==> config.mk <==
export PLATFORM = sky130hd
export DESIGN_NAME = csr_slave_channel
export DESIGN_NICKNAME = d
export VERILOG_FILES = /design/src/csr_pkg.sv /design/src/csr_slave_channel.sv
export VERILOG_INCLUDE_DIRS = /design/src /design/src/src
export SDC_FILE = /design/constraint.sdc
export NUM_CORES = 1
export LEC_CHECK = 0
export BUFFER_PORTS_ARGS = -buffer_cell sky130_fd_sc_hd__buf_2
export CORE_UTILIZATION = 45
export CTS_BUF_LIST = sky130_fd_sc_hd__clkbuf_4 sky130_fd_sc_hd__clkbuf_8
export CTS_CLUSTER_DIAMETER = 60
export CTS_CLUSTER_SIZE = 30
export DETAILED_ROUTE_END_ITERATION = 16
export HOLD_SLACK_MARGIN = 0.1
export PLACE_DENSITY = 0.74
export RECOVER_POWER = 50
export SLEW_MARGIN = 20
export SYNTH_ARGS = -nofsm -noshare
export SYNTH_HDL_FRONTEND = slang
export SYNTH_SLANG_ARGS = --single-unit
==> constraint.sdc <==
create_clock -name aclk -period 2.25 [get_ports aclk]
set_clock_uncertainty 0.05 [all_clocks]
set_input_delay 0.225 -clock aclk [delete_from_list [all_inputs] [get_ports aclk]]
set_output_delay 0.225 -clock aclk [all_outputs]
set_load 0.1 [all_outputs]
==> src/csr_params.svh <==
// register offsets, field positions, reset values and timing counts for the slave serial channel
`ifndef CSR_PARAMS_SVH
`define CSR_PARAMS_SVH
// register byte offsets
`define CSR_OFF_DATA      8'h00
`define CSR_OFF_MODE      8'h04
`define CSR_OFF_CTRL      8'h08
`define CSR_OFF_TRIG      8'h0C
`define CSR_OFF_STAT      8'h10
`define CSR_OFF_FCLR      8'h14
`define CSR_OFF_OUTLVL    8'h18
`define CSR_OFF_OUTEN     8'h1C
`define CSR_OFF_PWR       8'h20
`define CSR_OFF_PRESC     8'h24
// mode register fields
`define CSR_MODE_ISS      0
// control register fields
`define CSR_CTRL_RXEN     0
`define CSR_CTRL_TXEN     1
`define CSR_CTRL_DAP      2
`define CSR_CTRL_CKP      3
`define CSR_CTRL_LSB      4
`define CSR_CTRL_LEN7     5
// trigger register fields
`define CSR_TRIG_START    0
`define CSR_TRIG_STOP     1
// status register fields
`define CSR_STAT_OVF      0
`define CSR_STAT_BFF      1
`define CSR_STAT_TSF      2
`define CSR_STAT_SE       3
// flag clear register fields
`define CSR_FCLR_OVF      0
// power register fields
`define CSR_PWR_U0        0
`define CSR_PWR_U1        1
// reset values
`define CSR_RST_CTRL      6'h03
`define CSR_RST_OUTLVL    1'b1
// timing: power-up settle time in system clocks
`define CSR_PWR_SETTLE    4
`endif

==> src/csr_pkg.sv <==
// types shared by the slave serial channel
package csr_pkg;
  typedef enum logic [1:0] {
    CSR_ST_IDLE = 2'b01,
    CSR_ST_XFER = 2'b10
  } csr_state_t;
  typedef logic [7:0] csr_byte_t;
endpackage

==> src/csr_slave_channel.sv <==
// slave-mode clocked serial channel with axi4-lite register access
//
// Design decisions made here: the AXI4-Lite register port and the register addresses.
`timescale 1ns/1ps
`default_nettype none
`include "csr_params.svh"
module csr_slave_channel
  import csr_pkg::*;
(
  // clock and reset
  input  wire logic        aclk,
  input  wire logic        aresetn,
  // axi4-lite write address
  input  wire logic [7:0]  s_axi_awaddr,
  input  wire logic        s_axi_awvalid,
  output var  logic        s_axi_awready,
  // axi4-lite write data
  input  wire logic [31:0] s_axi_wdata,
  input  wire logic [3:0]  s_axi_wstrb,
  input  wire logic        s_axi_wvalid,
  output var  logic        s_axi_wready,
  // axi4-lite write response
  output var  logic [1:0]  s_axi_bresp,
  output var  logic        s_axi_bvalid,
  input  wire logic        s_axi_bready,
  // axi4-lite read address
  input  wire logic [7:0]  s_axi_araddr,
  input  wire logic        s_axi_arvalid,
  output var  logic        s_axi_arready,
  // axi4-lite read data
  output var  logic [31:0] s_axi_rdata,
  output var  logic [1:0]  s_axi_rresp,
  output var  logic        s_axi_rvalid,
  input  wire logic        s_axi_rready,
  // serial pins
  input  wire logic        serial_clock_pin,
  input  wire logic        serial_in_pin,
  output var  logic        serial_out_pin,
  output var  logic        serial_out_oe,
  // interrupt
  output var  logic        channel_transfer_irq
);

  // register state
  logic [5:0]  ctrl_q;
  logic        iss_q;
  logic        outlvl_q;
  logic        outen_q;
  logic [1:0]  pwr_q;
  logic [7:0]  presc_q;
  logic        se_q;
  logic        ovf_q;
  logic        bff_q;
  logic        rx_full_q;
  csr_byte_t   tx_buf_q;
  csr_byte_t   rx_buf_q;
  csr_byte_t   shift_q;
  logic [3:0]  bitcnt_q;
  csr_state_t  state_q;
  logic        sck_s1_q;
  logic        sck_s2_q;
  logic        sck_prev_q;
  logic        sin_s1_q;
  logic        sin_s2_q;

  // axi handshake state
  logic        aw_got_q;
  logic        w_got_q;
  logic [7:0]  awaddr_q;
  logic [31:0] wdata_q;
  logic [3:0]  wstrb_q;

  // decoded control fields
  logic rx_en;
  logic tx_en;
  logic dap;
  logic lsb_first;
  logic [3:0] word_len;
  assign rx_en     = ctrl_q[`CSR_CTRL_RXEN];
  assign tx_en     = ctrl_q[`CSR_CTRL_TXEN];
  assign dap       = ctrl_q[`CSR_CTRL_DAP];
  assign lsb_first = ctrl_q[`CSR_CTRL_LSB];
  assign word_len  = ctrl_q[`CSR_CTRL_LEN7] ? 4'd7 : 4'd8;

  // two-flop synchronisers; the pin rate limit keeps edges apart
  // clock chain resets to the idle-high level so no false edge follows reset
  always_ff @(posedge aclk) begin
    if (!aresetn) begin
      sck_s1_q   <= 1'b1;
      sck_s2_q   <= 1'b1;
      sck_prev_q <= 1'b1;
      sin_s1_q   <= 1'b0;
      sin_s2_q   <= 1'b0;
    end else begin
      sck_s1_q   <= serial_clock_pin;
      sck_s2_q   <= sck_s1_q;
      sck_prev_q <= sck_s2_q;
      sin_s1_q   <= serial_in_pin;
      sin_s2_q   <= sin_s1_q;
    end
  end

  // polarity-corrected clock edges from the master clock only
  logic sck_n;
  logic sck_p;
  logic lead_edge;
  logic trail_edge;
  logic sample_edge;
  logic shift_edge;
  assign sck_n      = sck_s2_q ^ ctrl_q[`CSR_CTRL_CKP];
  assign sck_p      = sck_prev_q ^ ctrl_q[`CSR_CTRL_CKP];
  assign lead_edge  = sck_p & ~sck_n;   // idle high, first falling
  assign trail_edge = ~sck_p & sck_n;
  // dap=1 shifts the sampling to the opposite edge, data leads by half
  assign sample_edge = dap ? lead_edge : trail_edge;
  assign shift_edge  = dap ? trail_edge : lead_edge;

  // axi write path decode
  logic wr_fire;
  logic [7:0] wr_addr;
  assign wr_fire = aw_got_q & w_got_q & ~s_axi_bvalid;
  assign wr_addr = awaddr_q;

  logic wr_data;
  logic wr_trig;
  logic wr_fclr;
  assign wr_data = wr_fire & (wr_addr == `CSR_OFF_DATA) & wstrb_q[0];
  assign wr_trig = wr_fire & (wr_addr == `CSR_OFF_TRIG) & wstrb_q[0];
  assign wr_fclr = wr_fire & (wr_addr == `CSR_OFF_FCLR) & wstrb_q[0];

  logic start_trig;
  logic stop_trig;
  assign start_trig = wr_trig & wdata_q[`CSR_TRIG_START];
  assign stop_trig  = wr_trig & wdata_q[`CSR_TRIG_STOP];

  // read of the data register consumes the received word unless a transmit word is pending
  logic rd_data;
  assign rd_data = s_axi_arvalid & s_axi_arready & (s_axi_araddr == `CSR_OFF_DATA);

  // frame progress
  logic active;
  logic word_done;
  logic load_word;
  assign active    = (state_q == CSR_ST_XFER);
  assign word_done = active & sample_edge & (bitcnt_q == word_len - 4'd1);
  // a new word loads when idle with data ready, or back to back in continuous
  assign load_word = se_q & bff_q & tx_en & (!active | word_done);

  // axi write channel acceptance, address and data in either order
  always_ff @(posedge aclk) begin
    if (!aresetn) begin
      aw_got_q      <= 1'b0;
      w_got_q       <= 1'b0;
      awaddr_q      <= 8'h00;
      wdata_q       <= 32'h0000_0000;
      wstrb_q       <= 4'h0;
      s_axi_awready <= 1'b1;
      s_axi_wready  <= 1'b1;
      s_axi_bvalid  <= 1'b0;
      s_axi_bresp   <= 2'b00;
    end else begin
      if (s_axi_awvalid & s_axi_awready) begin
        aw_got_q      <= 1'b1;
        awaddr_q      <= s_axi_awaddr;
        s_axi_awready <= 1'b0;
      end
      if (s_axi_wvalid & s_axi_wready) begin
        w_got_q      <= 1'b1;
        wdata_q      <= s_axi_wdata;
        wstrb_q      <= s_axi_wstrb;
        s_axi_wready <= 1'b0;
      end
      if (wr_fire) begin
        s_axi_bvalid <= 1'b1;
        // unmapped offsets answer slverr
        s_axi_bresp  <= (wr_addr > `CSR_OFF_PRESC || wr_addr[1:0] != 2'b00) ? 2'b10 : 2'b00;
      end
      if (s_axi_bvalid & s_axi_bready) begin
        s_axi_bvalid  <= 1'b0;
        aw_got_q      <= 1'b0;
        w_got_q       <= 1'b0;
        s_axi_awready <= 1'b1;
        s_axi_wready  <= 1'b1;
      end
    end
  end

  // configuration registers; guarded only by software discipline
  always_ff @(posedge aclk) begin
    if (!aresetn) begin
      ctrl_q   <= `CSR_RST_CTRL;
      iss_q    <= 1'b0;
      outlvl_q <= `CSR_RST_OUTLVL;
      outen_q  <= 1'b0;
      pwr_q    <= 2'b00;
      presc_q  <= 8'h00;
    end else if (wr_fire && wstrb_q[0]) begin
      unique case (wr_addr)
        `CSR_OFF_CTRL:   ctrl_q   <= wdata_q[5:0];
        `CSR_OFF_MODE:   iss_q    <= wdata_q[`CSR_MODE_ISS];
        `CSR_OFF_OUTLVL: outlvl_q <= wdata_q[0];
        `CSR_OFF_OUTEN:  outen_q  <= wdata_q[0];
        `CSR_OFF_PWR:    pwr_q    <= wdata_q[1:0];
        `CSR_OFF_PRESC:  presc_q  <= wdata_q[7:0]; // no effect in slave mode
        default: ;
      endcase
    end
  end

  // channel enable: start sets, stop clears
  always_ff @(posedge aclk) begin
    if (!aresetn) begin
      se_q <= 1'b0;
    end else if (stop_trig) begin
      se_q <= 1'b0;
    end else if (start_trig) begin
      se_q <= 1'b1;
    end
  end

  // transmit buffer; a write while full simply overwrites
  always_ff @(posedge aclk) begin
    if (!aresetn) begin
      tx_buf_q <= 8'h00;
      bff_q    <= 1'b0;
    end else if (wr_data) begin
      tx_buf_q <= wdata_q[7:0];
      bff_q    <= 1'b1;
    end else if (load_word || stop_trig) begin
      bff_q <= 1'b0;
    end
  end

  // shift engine with bit counter
  always_ff @(posedge aclk) begin
    if (!aresetn) begin
      state_q  <= CSR_ST_IDLE;
      shift_q  <= 8'h00;
      bitcnt_q <= 4'd0;
    end else if (stop_trig || !se_q) begin
      state_q  <= CSR_ST_IDLE;
      bitcnt_q <= 4'd0;
    end else begin
      unique case (state_q)
        CSR_ST_IDLE: begin
          if (load_word) begin
            shift_q  <= tx_buf_q;
            bitcnt_q <= 4'd0;
            state_q  <= CSR_ST_XFER;
          end else if (!tx_en && rx_en) begin
            bitcnt_q <= 4'd0;
            state_q  <= CSR_ST_XFER;
          end
        end
        CSR_ST_XFER: begin
          if (sample_edge) begin
            // msb first shifts left, lsb first shifts right
            if (lsb_first) begin
              shift_q <= {sin_s2_q, shift_q[7:1]};
            end else begin
              shift_q <= {shift_q[6:0], sin_s2_q};
            end
            bitcnt_q <= bitcnt_q + 4'd1;
            if (word_done) begin
              bitcnt_q <= 4'd0;
              if (load_word) begin
                shift_q <= tx_buf_q;
              end else if (tx_en) begin
                state_q <= CSR_ST_IDLE;
              end
            end
          end
        end
      endcase
    end
  end

  // received word assembly, aligned for 7-bit words
  csr_byte_t rx_word;
  always_comb begin
    rx_word = 8'h00;
    if (lsb_first) begin
      rx_word = ctrl_q[`CSR_CTRL_LEN7] ? {1'b0, sin_s2_q, shift_q[7:2]}
                                       : {sin_s2_q, shift_q[7:1]};
    end else begin
      rx_word = ctrl_q[`CSR_CTRL_LEN7] ? {1'b0, shift_q[5:0], sin_s2_q}
                                       : {shift_q[6:0], sin_s2_q};
    end
  end

  // receive buffer and overrun; the new word wins over a same-cycle read
  always_ff @(posedge aclk) begin
    if (!aresetn) begin
      rx_buf_q  <= 8'h00;
      rx_full_q <= 1'b0;
    end else if (word_done && rx_en) begin
      rx_buf_q  <= rx_word;
      rx_full_q <= 1'b1;
    end else if (rd_data && !bff_q) begin
      rx_full_q <= 1'b0;
    end
  end

  // overrun is the sole error; set beats clear
  always_ff @(posedge aclk) begin
    if (!aresetn) begin
      ovf_q <= 1'b0;
    end else if (word_done && rx_en && rx_full_q && !(rd_data && !bff_q)) begin
      ovf_q <= 1'b1;
    end else if (wr_fclr && wdata_q[`CSR_FCLR_OVF]) begin
      ovf_q <= 1'b0;
    end
  end

  // serial output: shift msb or lsb; when stopped, held until an output level write
  logic out_bit;
  assign out_bit = lsb_first ? shift_q[0]
                 : (ctrl_q[`CSR_CTRL_LEN7] ? shift_q[6] : shift_q[7]);
  always_ff @(posedge aclk) begin
    if (!aresetn) begin
      serial_out_pin <= `CSR_RST_OUTLVL;
      serial_out_oe  <= 1'b0;
    end else begin
      serial_out_oe <= outen_q & tx_en;
      if (!se_q) begin
        // stopped: pin only moves on an explicit output level write
        if (wr_fire && wr_addr == `CSR_OFF_OUTLVL) begin
          serial_out_pin <= wdata_q[0];
        end
      end else if (tx_en && active && (dap ? (bitcnt_q == 4'd0 && !sample_edge) : 1'b1)
                   && (shift_edge || (dap && bitcnt_q == 4'd0))) begin
        serial_out_pin <= out_bit;
      end else if (tx_en && active && sample_edge && !word_done) begin
        serial_out_pin <= lsb_first ? shift_q[1]
                        : (ctrl_q[`CSR_CTRL_LEN7] ? shift_q[5] : shift_q[6]);
      end
    end
  end

  // interrupt pulse: buffer-empty only with iss set and transmit enabled, else word done
  always_ff @(posedge aclk) begin
    if (!aresetn) begin
      channel_transfer_irq <= 1'b0;
    end else if (iss_q && tx_en) begin
      channel_transfer_irq <= load_word;
    end else begin
      channel_transfer_irq <= word_done;
    end
  end

  // axi read path; data reads the pending transmit word while full
  always_ff @(posedge aclk) begin
    if (!aresetn) begin
      s_axi_arready <= 1'b1;
      s_axi_rvalid  <= 1'b0;
      s_axi_rdata   <= 32'h0000_0000;
      s_axi_rresp   <= 2'b00;
    end else if (s_axi_arvalid && s_axi_arready) begin
      s_axi_arready <= 1'b0;
      s_axi_rvalid  <= 1'b1;
      s_axi_rresp   <= 2'b00;
      unique case (s_axi_araddr)
        `CSR_OFF_DATA:   s_axi_rdata <= {24'h0, bff_q ? tx_buf_q : rx_buf_q};
        `CSR_OFF_MODE:   s_axi_rdata <= {31'h0, iss_q};
        `CSR_OFF_CTRL:   s_axi_rdata <= {26'h0, ctrl_q};
        `CSR_OFF_STAT:   s_axi_rdata <= {28'h0, se_q, active, bff_q, ovf_q};
        `CSR_OFF_OUTLVL: s_axi_rdata <= {31'h0, outlvl_q};
        `CSR_OFF_OUTEN:  s_axi_rdata <= {31'h0, outen_q};
        `CSR_OFF_PWR:    s_axi_rdata <= {30'h0, pwr_q};
        `CSR_OFF_PRESC:  s_axi_rdata <= {24'h0, presc_q};
        `CSR_OFF_TRIG, `CSR_OFF_FCLR: s_axi_rdata <= 32'h0000_0000;
        default: begin
          s_axi_rdata <= 32'h0000_0000;
          s_axi_rresp <= 2'b10;
        end
      endcase
    end else if (s_axi_rvalid && s_axi_rready) begin
      s_axi_rvalid  <= 1'b0;
      s_axi_arready <= 1'b1;
    end
  end

endmodule
`default_nettype wire

==> metrics, run 1 <==
hold buffers post-CTS 24; antenna cell count 0; crit path DAT 2.34 ns; number of global-route vias before repair 3821; die area 0.0107 mm2; Hold Path Class input port to register; Post-Syn Area per Cell 8.47 um2; Yosys top cell area share 0.410; DR WL/cell 15.6 um; WS Path Type register to register; setup TNS 0 ns; post-synth top area cell dfxtp_1; WP data required roughly 2.5 ns; wirelength, routed between 10000 and 15000 um; Area contributors post-synth dfxtp_1, mux2i_1, nand2_1, a21oi_1, buf_4; Port-buffer cells 51; Via-to-Cell Ratio 5.52; layout cells sized above 1 0.127; final worst setup slack around 0.17 ns; area delta synth->final 15.5%; Worst-path clk slew 0.10 ns; PostCTS Resize Cnt 0; TritonCTS buffer count 9; synth unique cells 62; Starting Density 0.470; final hold violation count 0; CTS tree built; largest net degree at the start of global routing 44; Initial DRC Count 355; Post-synth EDFFs 0; drc violations 0; peak supply drop 0.460 mV; setup bufs post-CTS 0; row count 36; GRT Overall Usage 0.232; remaining global-route overflow 0; die width 103 um; Worst-Margin Slew 1.19 ns; leakage 1.97 nW; sequential fraction of the synthesis area 0.410; Critical Path End Type register; Pre-Repair DR Iteration Count 7; Core Box Area roughly 0.0099 mm2; Final Max Slew Viols 0; Critical Path Start Type register; Mapped Cells 547; die height 103 um; crit share post-route 0.924; Cell Pwr Density roughly 650 mW/mm2; crit-path max FO 8; CTS H-tree depth 3; fmax 0.481 GHz; ys async rst share 0; Fillers 881; nets@finish 680; Yosys warnings 0; overall via count from detail_route 4165; global-route wire length before repair 18900 um; antenna violations before repair 0; #FFs+latches synth 95; Slew HR 0.211; Placer Congestion 0.887; Final min period between 2 and 2.5 ns; count leader, synth dfxtp_1; post-layout util 0.543; Final HPWL DP around 8300 um; Post-synth top flop dfxtp_1; Post-synth top cells dfxtp_1, nand2_1, a21oi_1; latest clock arrival within the worst-skew pair around 0.37 ns; Syn Std Cell Area 0.00464 mm2; # clock sinks 95; post-route ant nets 0; clk buf depth 2; pre-CTS setup slack around 0.27 ns; max cap viols 0; RSZ-0062 raised after global routing no; # IOs 105; outcome completed; root buf cell clkbuf_8; endpoints failing setup 0
## power by group
part	internal (mW)	switching, mW
Sequential	1.72	0.0453
Clock	0.567	0.610
Combinational	0.109	0.429
Total	2.40	1.08
## through the flow
step	power [mW]	hold WS, ns	instances	instance area, um2
6_report	3.48	0.130	755	5350
5_1_grt	3.62	0.134	755	5350
4_1_cts	3.51	0.117	755	5380
3_5_place_dp	2.31	0.368	715	4930
3_3_place_gp	2.30	0.354	715	4930
2_1_floorplan	2.25	0.275	572	4730
## layout by cell type (no fill, tap or decap), drive strengths merged, types with 10 or more instances in the layout
cell and instances:
nand2 89, a21oi 56, conb 26, dfxtp 95
clkbuf 31, nor2b 10, nor2 33, mux2i 42
o21ai 25, nand3 21, dlygate4sd3 24, inv 10
buf 42
## critical path: stages, from the launching register on
cell      delay [ns]
dfxtp_1         0.48
and4bb_2        0.32
a41oi_1         0.26
o221ai_1        0.69
nand2_1         0.13
o21ai_1         0.10
## sequential cells by signal, indices dropped and copies added, names as in the netlist, 2 cells and up
name / cells
awaddr_q: 8
presc_q: 8
rx_buf_q: 8
s_axi_rdata: 8
shift_q: 8
tx_buf_q: 8
wdata_q: 8
ctrl_q: 6
bitcnt_q: 4
pwr_q: 2
state_q: 2
## area by class of cell
class,instances,area (um2),share of cell area
clock buffer,11,145,0.0271
sequential,95,1900,0.355
inverter,9,33.8,0.00631
clock inverter,5,65.1,0.0122
timing repair buffer,86,553,0.103
multi-input combinational,416,2490,0.465
tap,133,166,0.0311
## metal layers
layer / track usage / share of wire
met5: 0 / 0
met4: 0.0769 / 0.022
met3: 0.0659 / 0.076
met2: 0.372 / 0.47
met1: 0.301 / 0.44
## logic make-up after synthesis
kind of cell | synth area share
adders and majority gates | 0.00540
other | 0.000809
DFF | 0.410
AOI/OAI and AO/OA | 0.164
xor gates and xnor gates | 0.00378
muxes | 0.113
and+or+nand+nor | 0.231
buffers and inverters | 0.0721
## final timing paths
kind | start | to | slack, ns | depth (start not counted)
worst max-delay path | awaddr_q[2] | shift_q[6] | 0.17 | 5
worst min-delay path | s_axi_awvalid | s_axi_awready | 0.13 | 2
worst min register to register | sck_s1_q | sck_s2_q | 0.39 | 1
worst max register to register | awaddr_q[2] | shift_q[6] | 0.17 | 5
Power figures use the tool's default switching activity.
==> run 2: changes to the inputs <==
RECOVER_POWER = 100   (was 50)
SETUP_SLACK_MARGIN = 0.2   (was not set)
==> run 2 against run 1 <==
Compared with the run above: sequential power barely moved; clock power fell by 8%; sequential cell count did not move; via count rose by 0.98%.
==> metrics, run 2 (same netlist as run 1, synthesis figures left out) <==
P_int 2.28 mW (-4.8%); row count 36 (unchanged); Switch Pwr 1.12 mW (+3.0%); DR WL/cell 15.8 um (+0.84%); layout cells sized above 1 0.128 (+0.00140); leakage 1.97 nW (unchanged); Crit-path slowest cell nor4_1; root buf cell clkbuf_8; Min-Delay Path Depth 2 (unchanged); global-route wire length before repair 19000 um (+0.51%); die height 103 um (unchanged); reg2reg end bitcnt_q[2]; Hold Path Class input port to register; setup TNS 0 ns (unchanged); Cell Pwr Density 635 mW/mm2 (-2.3%); Pre-Repair DR Iteration Count 5 (-2); number of global-route vias before repair 3774 (-1.2%); CP peak stage delay 0.66 ns (-0.03 ns); die area 0.0107 mm2 (unchanged); worst hold path startpoint s_axi_awvalid; Final min period 1.99 ns (-0.0893 ns); # IOs 105 (unchanged); post-route cell area 0.00535 mm2 (about the same); Initial DRC Count 294 (-17%); crit share post-route 0.884 (-0.0397); Flop pwr share 0.520 (+0.013); area delta synth->final 15.4% (about the same); final hold violation count 0 (unchanged); max cap viols 0 (unchanged); crit-path max FO 4 (-4); pre-CTS setup slack 0.297 ns (+0.0259 ns); RSZ-0062 raised after global routing no; Final Max Slew Viols 0 (unchanged); CTS H-tree depth 3 (unchanged); drc violations 0 (unchanged); Placer Congestion 0.896 (+0.99%); Worst R2R Setup Slack 0.26 ns (+0.09 ns); nets@finish 681 (+0.15%); CTS tree built; Final HPWL DP 8370 um (+0.86%); WP data required 2.50 ns (about the same); WS Path Type register to register; Critical Path Start Type register; final worst setup slack 0.260 ns (+0.0893 ns); die width 103 um (unchanged); latest clock arrival within the worst-skew pair 0.37 ns (about the same); crit-path cells xnor2_1 > mux2i_1 > nor4_1 > nand3b_1 > a31oi_1; # clock sinks 95 (unchanged); placed inst area 0.00493 mm2 (about the same); Critical Path End Type register; Slew HR 0.206 (-0.00494); sw frac 0.329 (+0.0171); crit path DAT 2.24 ns (-0.10 ns); Via-to-Cell Ratio 5.56 (+0.85%); antenna violations before repair 0 (unchanged); overall via count from detail_route 4206 (+0.98%); clk buf depth 2 (unchanged); most frequent cells in the layout dfxtp_1, nand2_1, a21oi_1; Fillers 878 (-0.34%); remaining global-route overflow 0 (unchanged); largest net degree at the start of global routing 45 (+2.3%); commonest non-fill, non-tap cell in the layout dfxtp_1; Reg2Reg Depth 5 (unchanged); antenna cell count 0 (unchanged); peak supply drop 0.400 mV (-13%); endpoints failing setup 0 (unchanged); Hold Crit Endpoint s_axi_awready; Clock power frac 0.322 (-0.016); TritonCTS buffer count 9 (unchanged); wirelength, routed 11900 um (+0.97%); Starting Density 0.470 (unchanged); outcome completed; reg2reg start ctrl_q[2]; Worst-Margin Slew 1.20 ns (+0.00745 ns); Port-buffer cells 51 (unchanged); fmax 0.502 GHz (+4.5%); Core Box Area 0.00986 mm2 (unchanged); GRT Overall Usage 0.233 (+0.00121); post-route ant nets 0 (unchanged); logic gate share of total power 0.159 (+0.004); Worst-path clk slew 0.10 ns (about the same)
[run 2: through the flow]
| step | hold slack, ns | total power [mW] | instances | util |
|---|---|---|---|---|
| after floorplan | 0.275 | 2.25 | 572 | - |
| after global placement | 0.353 | 2.30 | 715 | 0.500 |
| after detailed placement | 0.352 | 2.31 | 715 | 0.500 |
| after CTS | 0.122 | 3.42 | 755 | 0.544 |
| after global routing | 0.146 | 3.53 | 756 | 0.542 |
| final | 0.131 | 3.40 | 756 | 0.542 |
[run 2: final cells by class]
class / count / area, um2 / area share
multi-input combinational: 416 / 2500 / 0.467
sequential: 95 / 1900 / 0.356
timing repair buffer: 87 / 557 / 0.104
tap: 133 / 166 / 0.0311
clock buffer: 10 / 138 / 0.0257
clock inverter: 6 / 51.3 / 0.00959
inverter: 9 / 33.8 / 0.00631
[run 2: routing by layer]
| metal | track usage | share of wire | wire, um |
|---|---|---|---|
| met5 | 0 | 0 | 0 |
| met4 | 0.0910 | 0.024 | 289 |
| met3 | 0.0477 | 0.064 | 757 |
| met2 | 0.375 | 0.46 | 5500 |
| met1 | 0.308 | 0.45 | 5360 |
[run 2: worst max-delay path by stage]
stage	from	cells after the start	to	slack [ns]
2_1_floorplan	s_axi_arready	4	ovf_q	0.28
3_3_place_gp	ctrl_q[2]	5	shift_q[7]	0.30
3_5_place_dp	awaddr_q[2]	5	shift_q[2]	0.30
4_1_cts	awaddr_q[2]	5	shift_q[2]	0.26
5_1_grt	awaddr_q[5]	4	serial_out_pin	0.13
6_report	ctrl_q[2]	5	bitcnt_q[2]	0.26
[run 2: what timing repair did]
item / in CTS / in global routing
endpoints found under the setup margin: 0 / 16
hold buffers: 24 / 0
hold endpoints to repair: 24 / 0
buffers inserted: 0 / 1
gates resized for setup: 0 / 5
[run 2: power by group through the flow]
stage / logic [mW] / registers, mW / clock network [mW]
detailed placement: 0.505 / 1.80 / 0
CTS: 0.538 / 1.77 / 1.11
floorplan: 0.351 / 1.90 / 0
global route: 0.570 / 1.77 / 1.18
global placement: 0.499 / 1.80 / 0
finish: 0.539 / 1.77 / 1.09
[run 2: critical path, delay by kind of cell (launching register included)]
family,cells,cell delay [ns]
flip-flops,1,0.38
AND/OR/NAND/NOR,2,0.82
AO/OA/AOI/OAI,1,0.18
multiplexers,1,0.20
XOR/XNOR,1,0.30
==> run 3: changes to the inputs <==
CORE_ASPECT_RATIO = 1.25   (was not set)
SETUP_SLACK_MARGIN = not set   (was 0.2)
==> run 3 against run 2 <==
Compared with the run above: register-to-register slack got worse by 0.05 ns; cell count decreased by 0.40%; combinational power about the same; first-iteration DRC count decreased by 38%; worst setup slack got worse by 0.054 ns; largest power group unchanged; sequential share of layout area decreased by 0.098 points; clock power increased by 13%; power increased by 3.8%; count of clock-buffer cells in the layout unchanged.
==> metrics, run 3 (same netlist as run 1, synthesis figures left out) <==
Fillers 968 (+10%); antenna violations before repair 0 (unchanged); antenna cell count 0 (unchanged); Reg2Reg Depth 5 (unchanged); # IOs 105 (unchanged); global-route wire length before repair 17900 um (-5.8%); crit-path max FO 6 (+2); final hold violation count 0 (unchanged); area delta synth->final 15.7%; RSZ-0062 raised after global routing no; number of global-route vias before repair 3778 (+0.11%); Final HPWL DP 8030 um (-4.0%); post-layout util 0.533 (-0.00914); Starting Density 0.461 (-0.00889); root buf cell clkbuf_8; Critical Path End Type register; max cap viols 0 (unchanged); Hold Path Class input port to register; GRT Overall Usage 0.210 (-0.0230); Worst R2R Setup Slack 0.21 ns (-0.05 ns); CTS H-tree depth 3 (unchanged); final worst setup slack 0.206 ns (-0.0541 ns); placed inst area 0.00495 mm2 (+0.33%); die width 92.8 um (-10%); post-route cell area 0.00536 mm2 (+0.21%); Cell Pwr Density 658 mW/mm2 (+3.5%); crit share post-route 0.909 (+0.0240); wirelength, routed 11000 um (-7.5%); Via-to-Cell Ratio 5.46 (-1.9%); pre-CTS setup slack 0.316 ns (+0.0190 ns); outcome completed; Worst-path clk slew 0.09 ns (about the same); remaining global-route overflow 0 (unchanged); Multi-input gate area 0.00249 mm2 (-0.30%); commonest non-fill, non-tap cell in the layout dfxtp_1; Core Box Area 0.0101 mm2 (+1.9%); nets@finish 682 (+0.15%); Pre-Repair DR Iteration Count 5 (unchanged); Critical Path Start Type register; Port-buffer cells 51 (unchanged); die height 115 um (+12%); die area 0.0107 mm2 (about the same); crit path DAT 2.24 ns (about the same); largest net degree at the start of global routing 33 (-27%); Slew HR 0.111 (-0.0953); overall via count from detail_route 4108 (-2.3%); latest clock arrival within the worst-skew pair 0.37 ns (about the same); DR WL/cell 14.6 um (-7.1%); Final Max Slew Viols 0 (unchanged); layout cells sized above 1 0.122 (-0.00662); Hold Crit Endpoint s_axi_awready; peak supply drop 0.456 mV (+14%); leakage 1.97 nW (about the same); Worst-Margin Slew 1.33 ns (+0.138 ns); CTS tree built; row count 41 (+14%); fmax 0.489 GHz (-2.6%); reg2reg end ctrl_q[5]; Final min period 2.04 ns (+0.0541 ns); # clock sinks 95 (unchanged); most frequent cells in the layout dfxtp_1, nand2_1, a21oi_1; drc violations 0 (unchanged); Min-Delay Path Depth 2 (unchanged); endpoints failing setup 0 (unchanged); Initial DRC Count 183 (-38%); reg2reg start awaddr_q[0]; WS Path Type register to register; worst hold path startpoint s_axi_awvalid; post-route ant nets 0 (unchanged); setup TNS 0 ns (unchanged); WP data required 2.44 ns (-0.06 ns); clk buf depth 2 (unchanged); Reg area 0.00190 mm2 (about the same); Placer Congestion 0.866 (-3.4%); setup bufs post-CTS 0 (unchanged); TritonCTS buffer count 9 (unchanged)
[run 3: cell count changes in the layout (fill, tap and decap cells not counted), sizes merged]
cell,delta
bufinv,+2
inv,-4
buf,-1
dlygate4sd3,-1
clkinvlp,+2
clkbuf,+3
[run 3: worst max-delay path by stage]
stage,start,endpoint,slack (ns),depth (start not counted)
6_report,awaddr_q[0],ctrl_q[5],0.21,5
3_3_place_gp,ctrl_q[2],shift_q[5],0.36,5
2_1_floorplan,s_axi_bvalid,presc_q[0],0.13,5
4_1_cts,ctrl_q[2],shift_q[6],0.29,5
3_5_place_dp,ctrl_q[2],shift_q[6],0.32,5
5_1_grt,ctrl_q[2],shift_q[7],0.06,5
[run 3: layout make-up]
| class | instances | share of cell area |
|---|---|---|
| Clock buffer | 10 | 0.0245 |
| Tap cell | 129 | 0.0301 |
| Multi-Input combinational cell | 416 | 0.465 |
| Clock inverter | 6 | 0.0159 |
| Sequential cell | 95 | 0.355 |
| Inverter | 9 | 0.00630 |
| Timing Repair Buffer | 88 | 0.103 |
[run 3: worst max-delay path, stage by stage, from the launching register on]
cell and delay (ns):
dfxtp_1 0.36, or4b_4 0.59, nor4_4 0.14, clkbuf_1 0.41
mux2i_1 0.29, nor2_1 0.09
[run 3: power by group]
group,internal [mW],total [mW],switching [mW]
registers,1.72,1.76,0.0397
logic,0.107,0.538,0.431
clock network,0.634,1.23,0.595
total,2.46,3.53,1.07
[run 3: metal layers]
metal	GRT usage	vias up	share of wire	wire [um]
met1	0.251	1945	0.43	4690
met3	0.0374	21	0.036	393
met2	0.371	107	0.51	5640
li1	-	2035	-	-
met5	0	-	0	0
met4	0.0913	0	0.027	299
[run 3: metrics by stage]
step	cells	hold WS, ns	total power [mW]
floorplan	572	0.275	2.25
global placement	714	0.356	2.30
detailed placement	714	0.355	2.31
CTS	753	0.119	3.55
global route	753	0.155	3.66
finish	753	0.143	3.53
[run 3: what timing repair did]
action                    CTS  global route
gates resized for setup     0             0
hold buffers               23             0
hold endpoints to repair   22             0
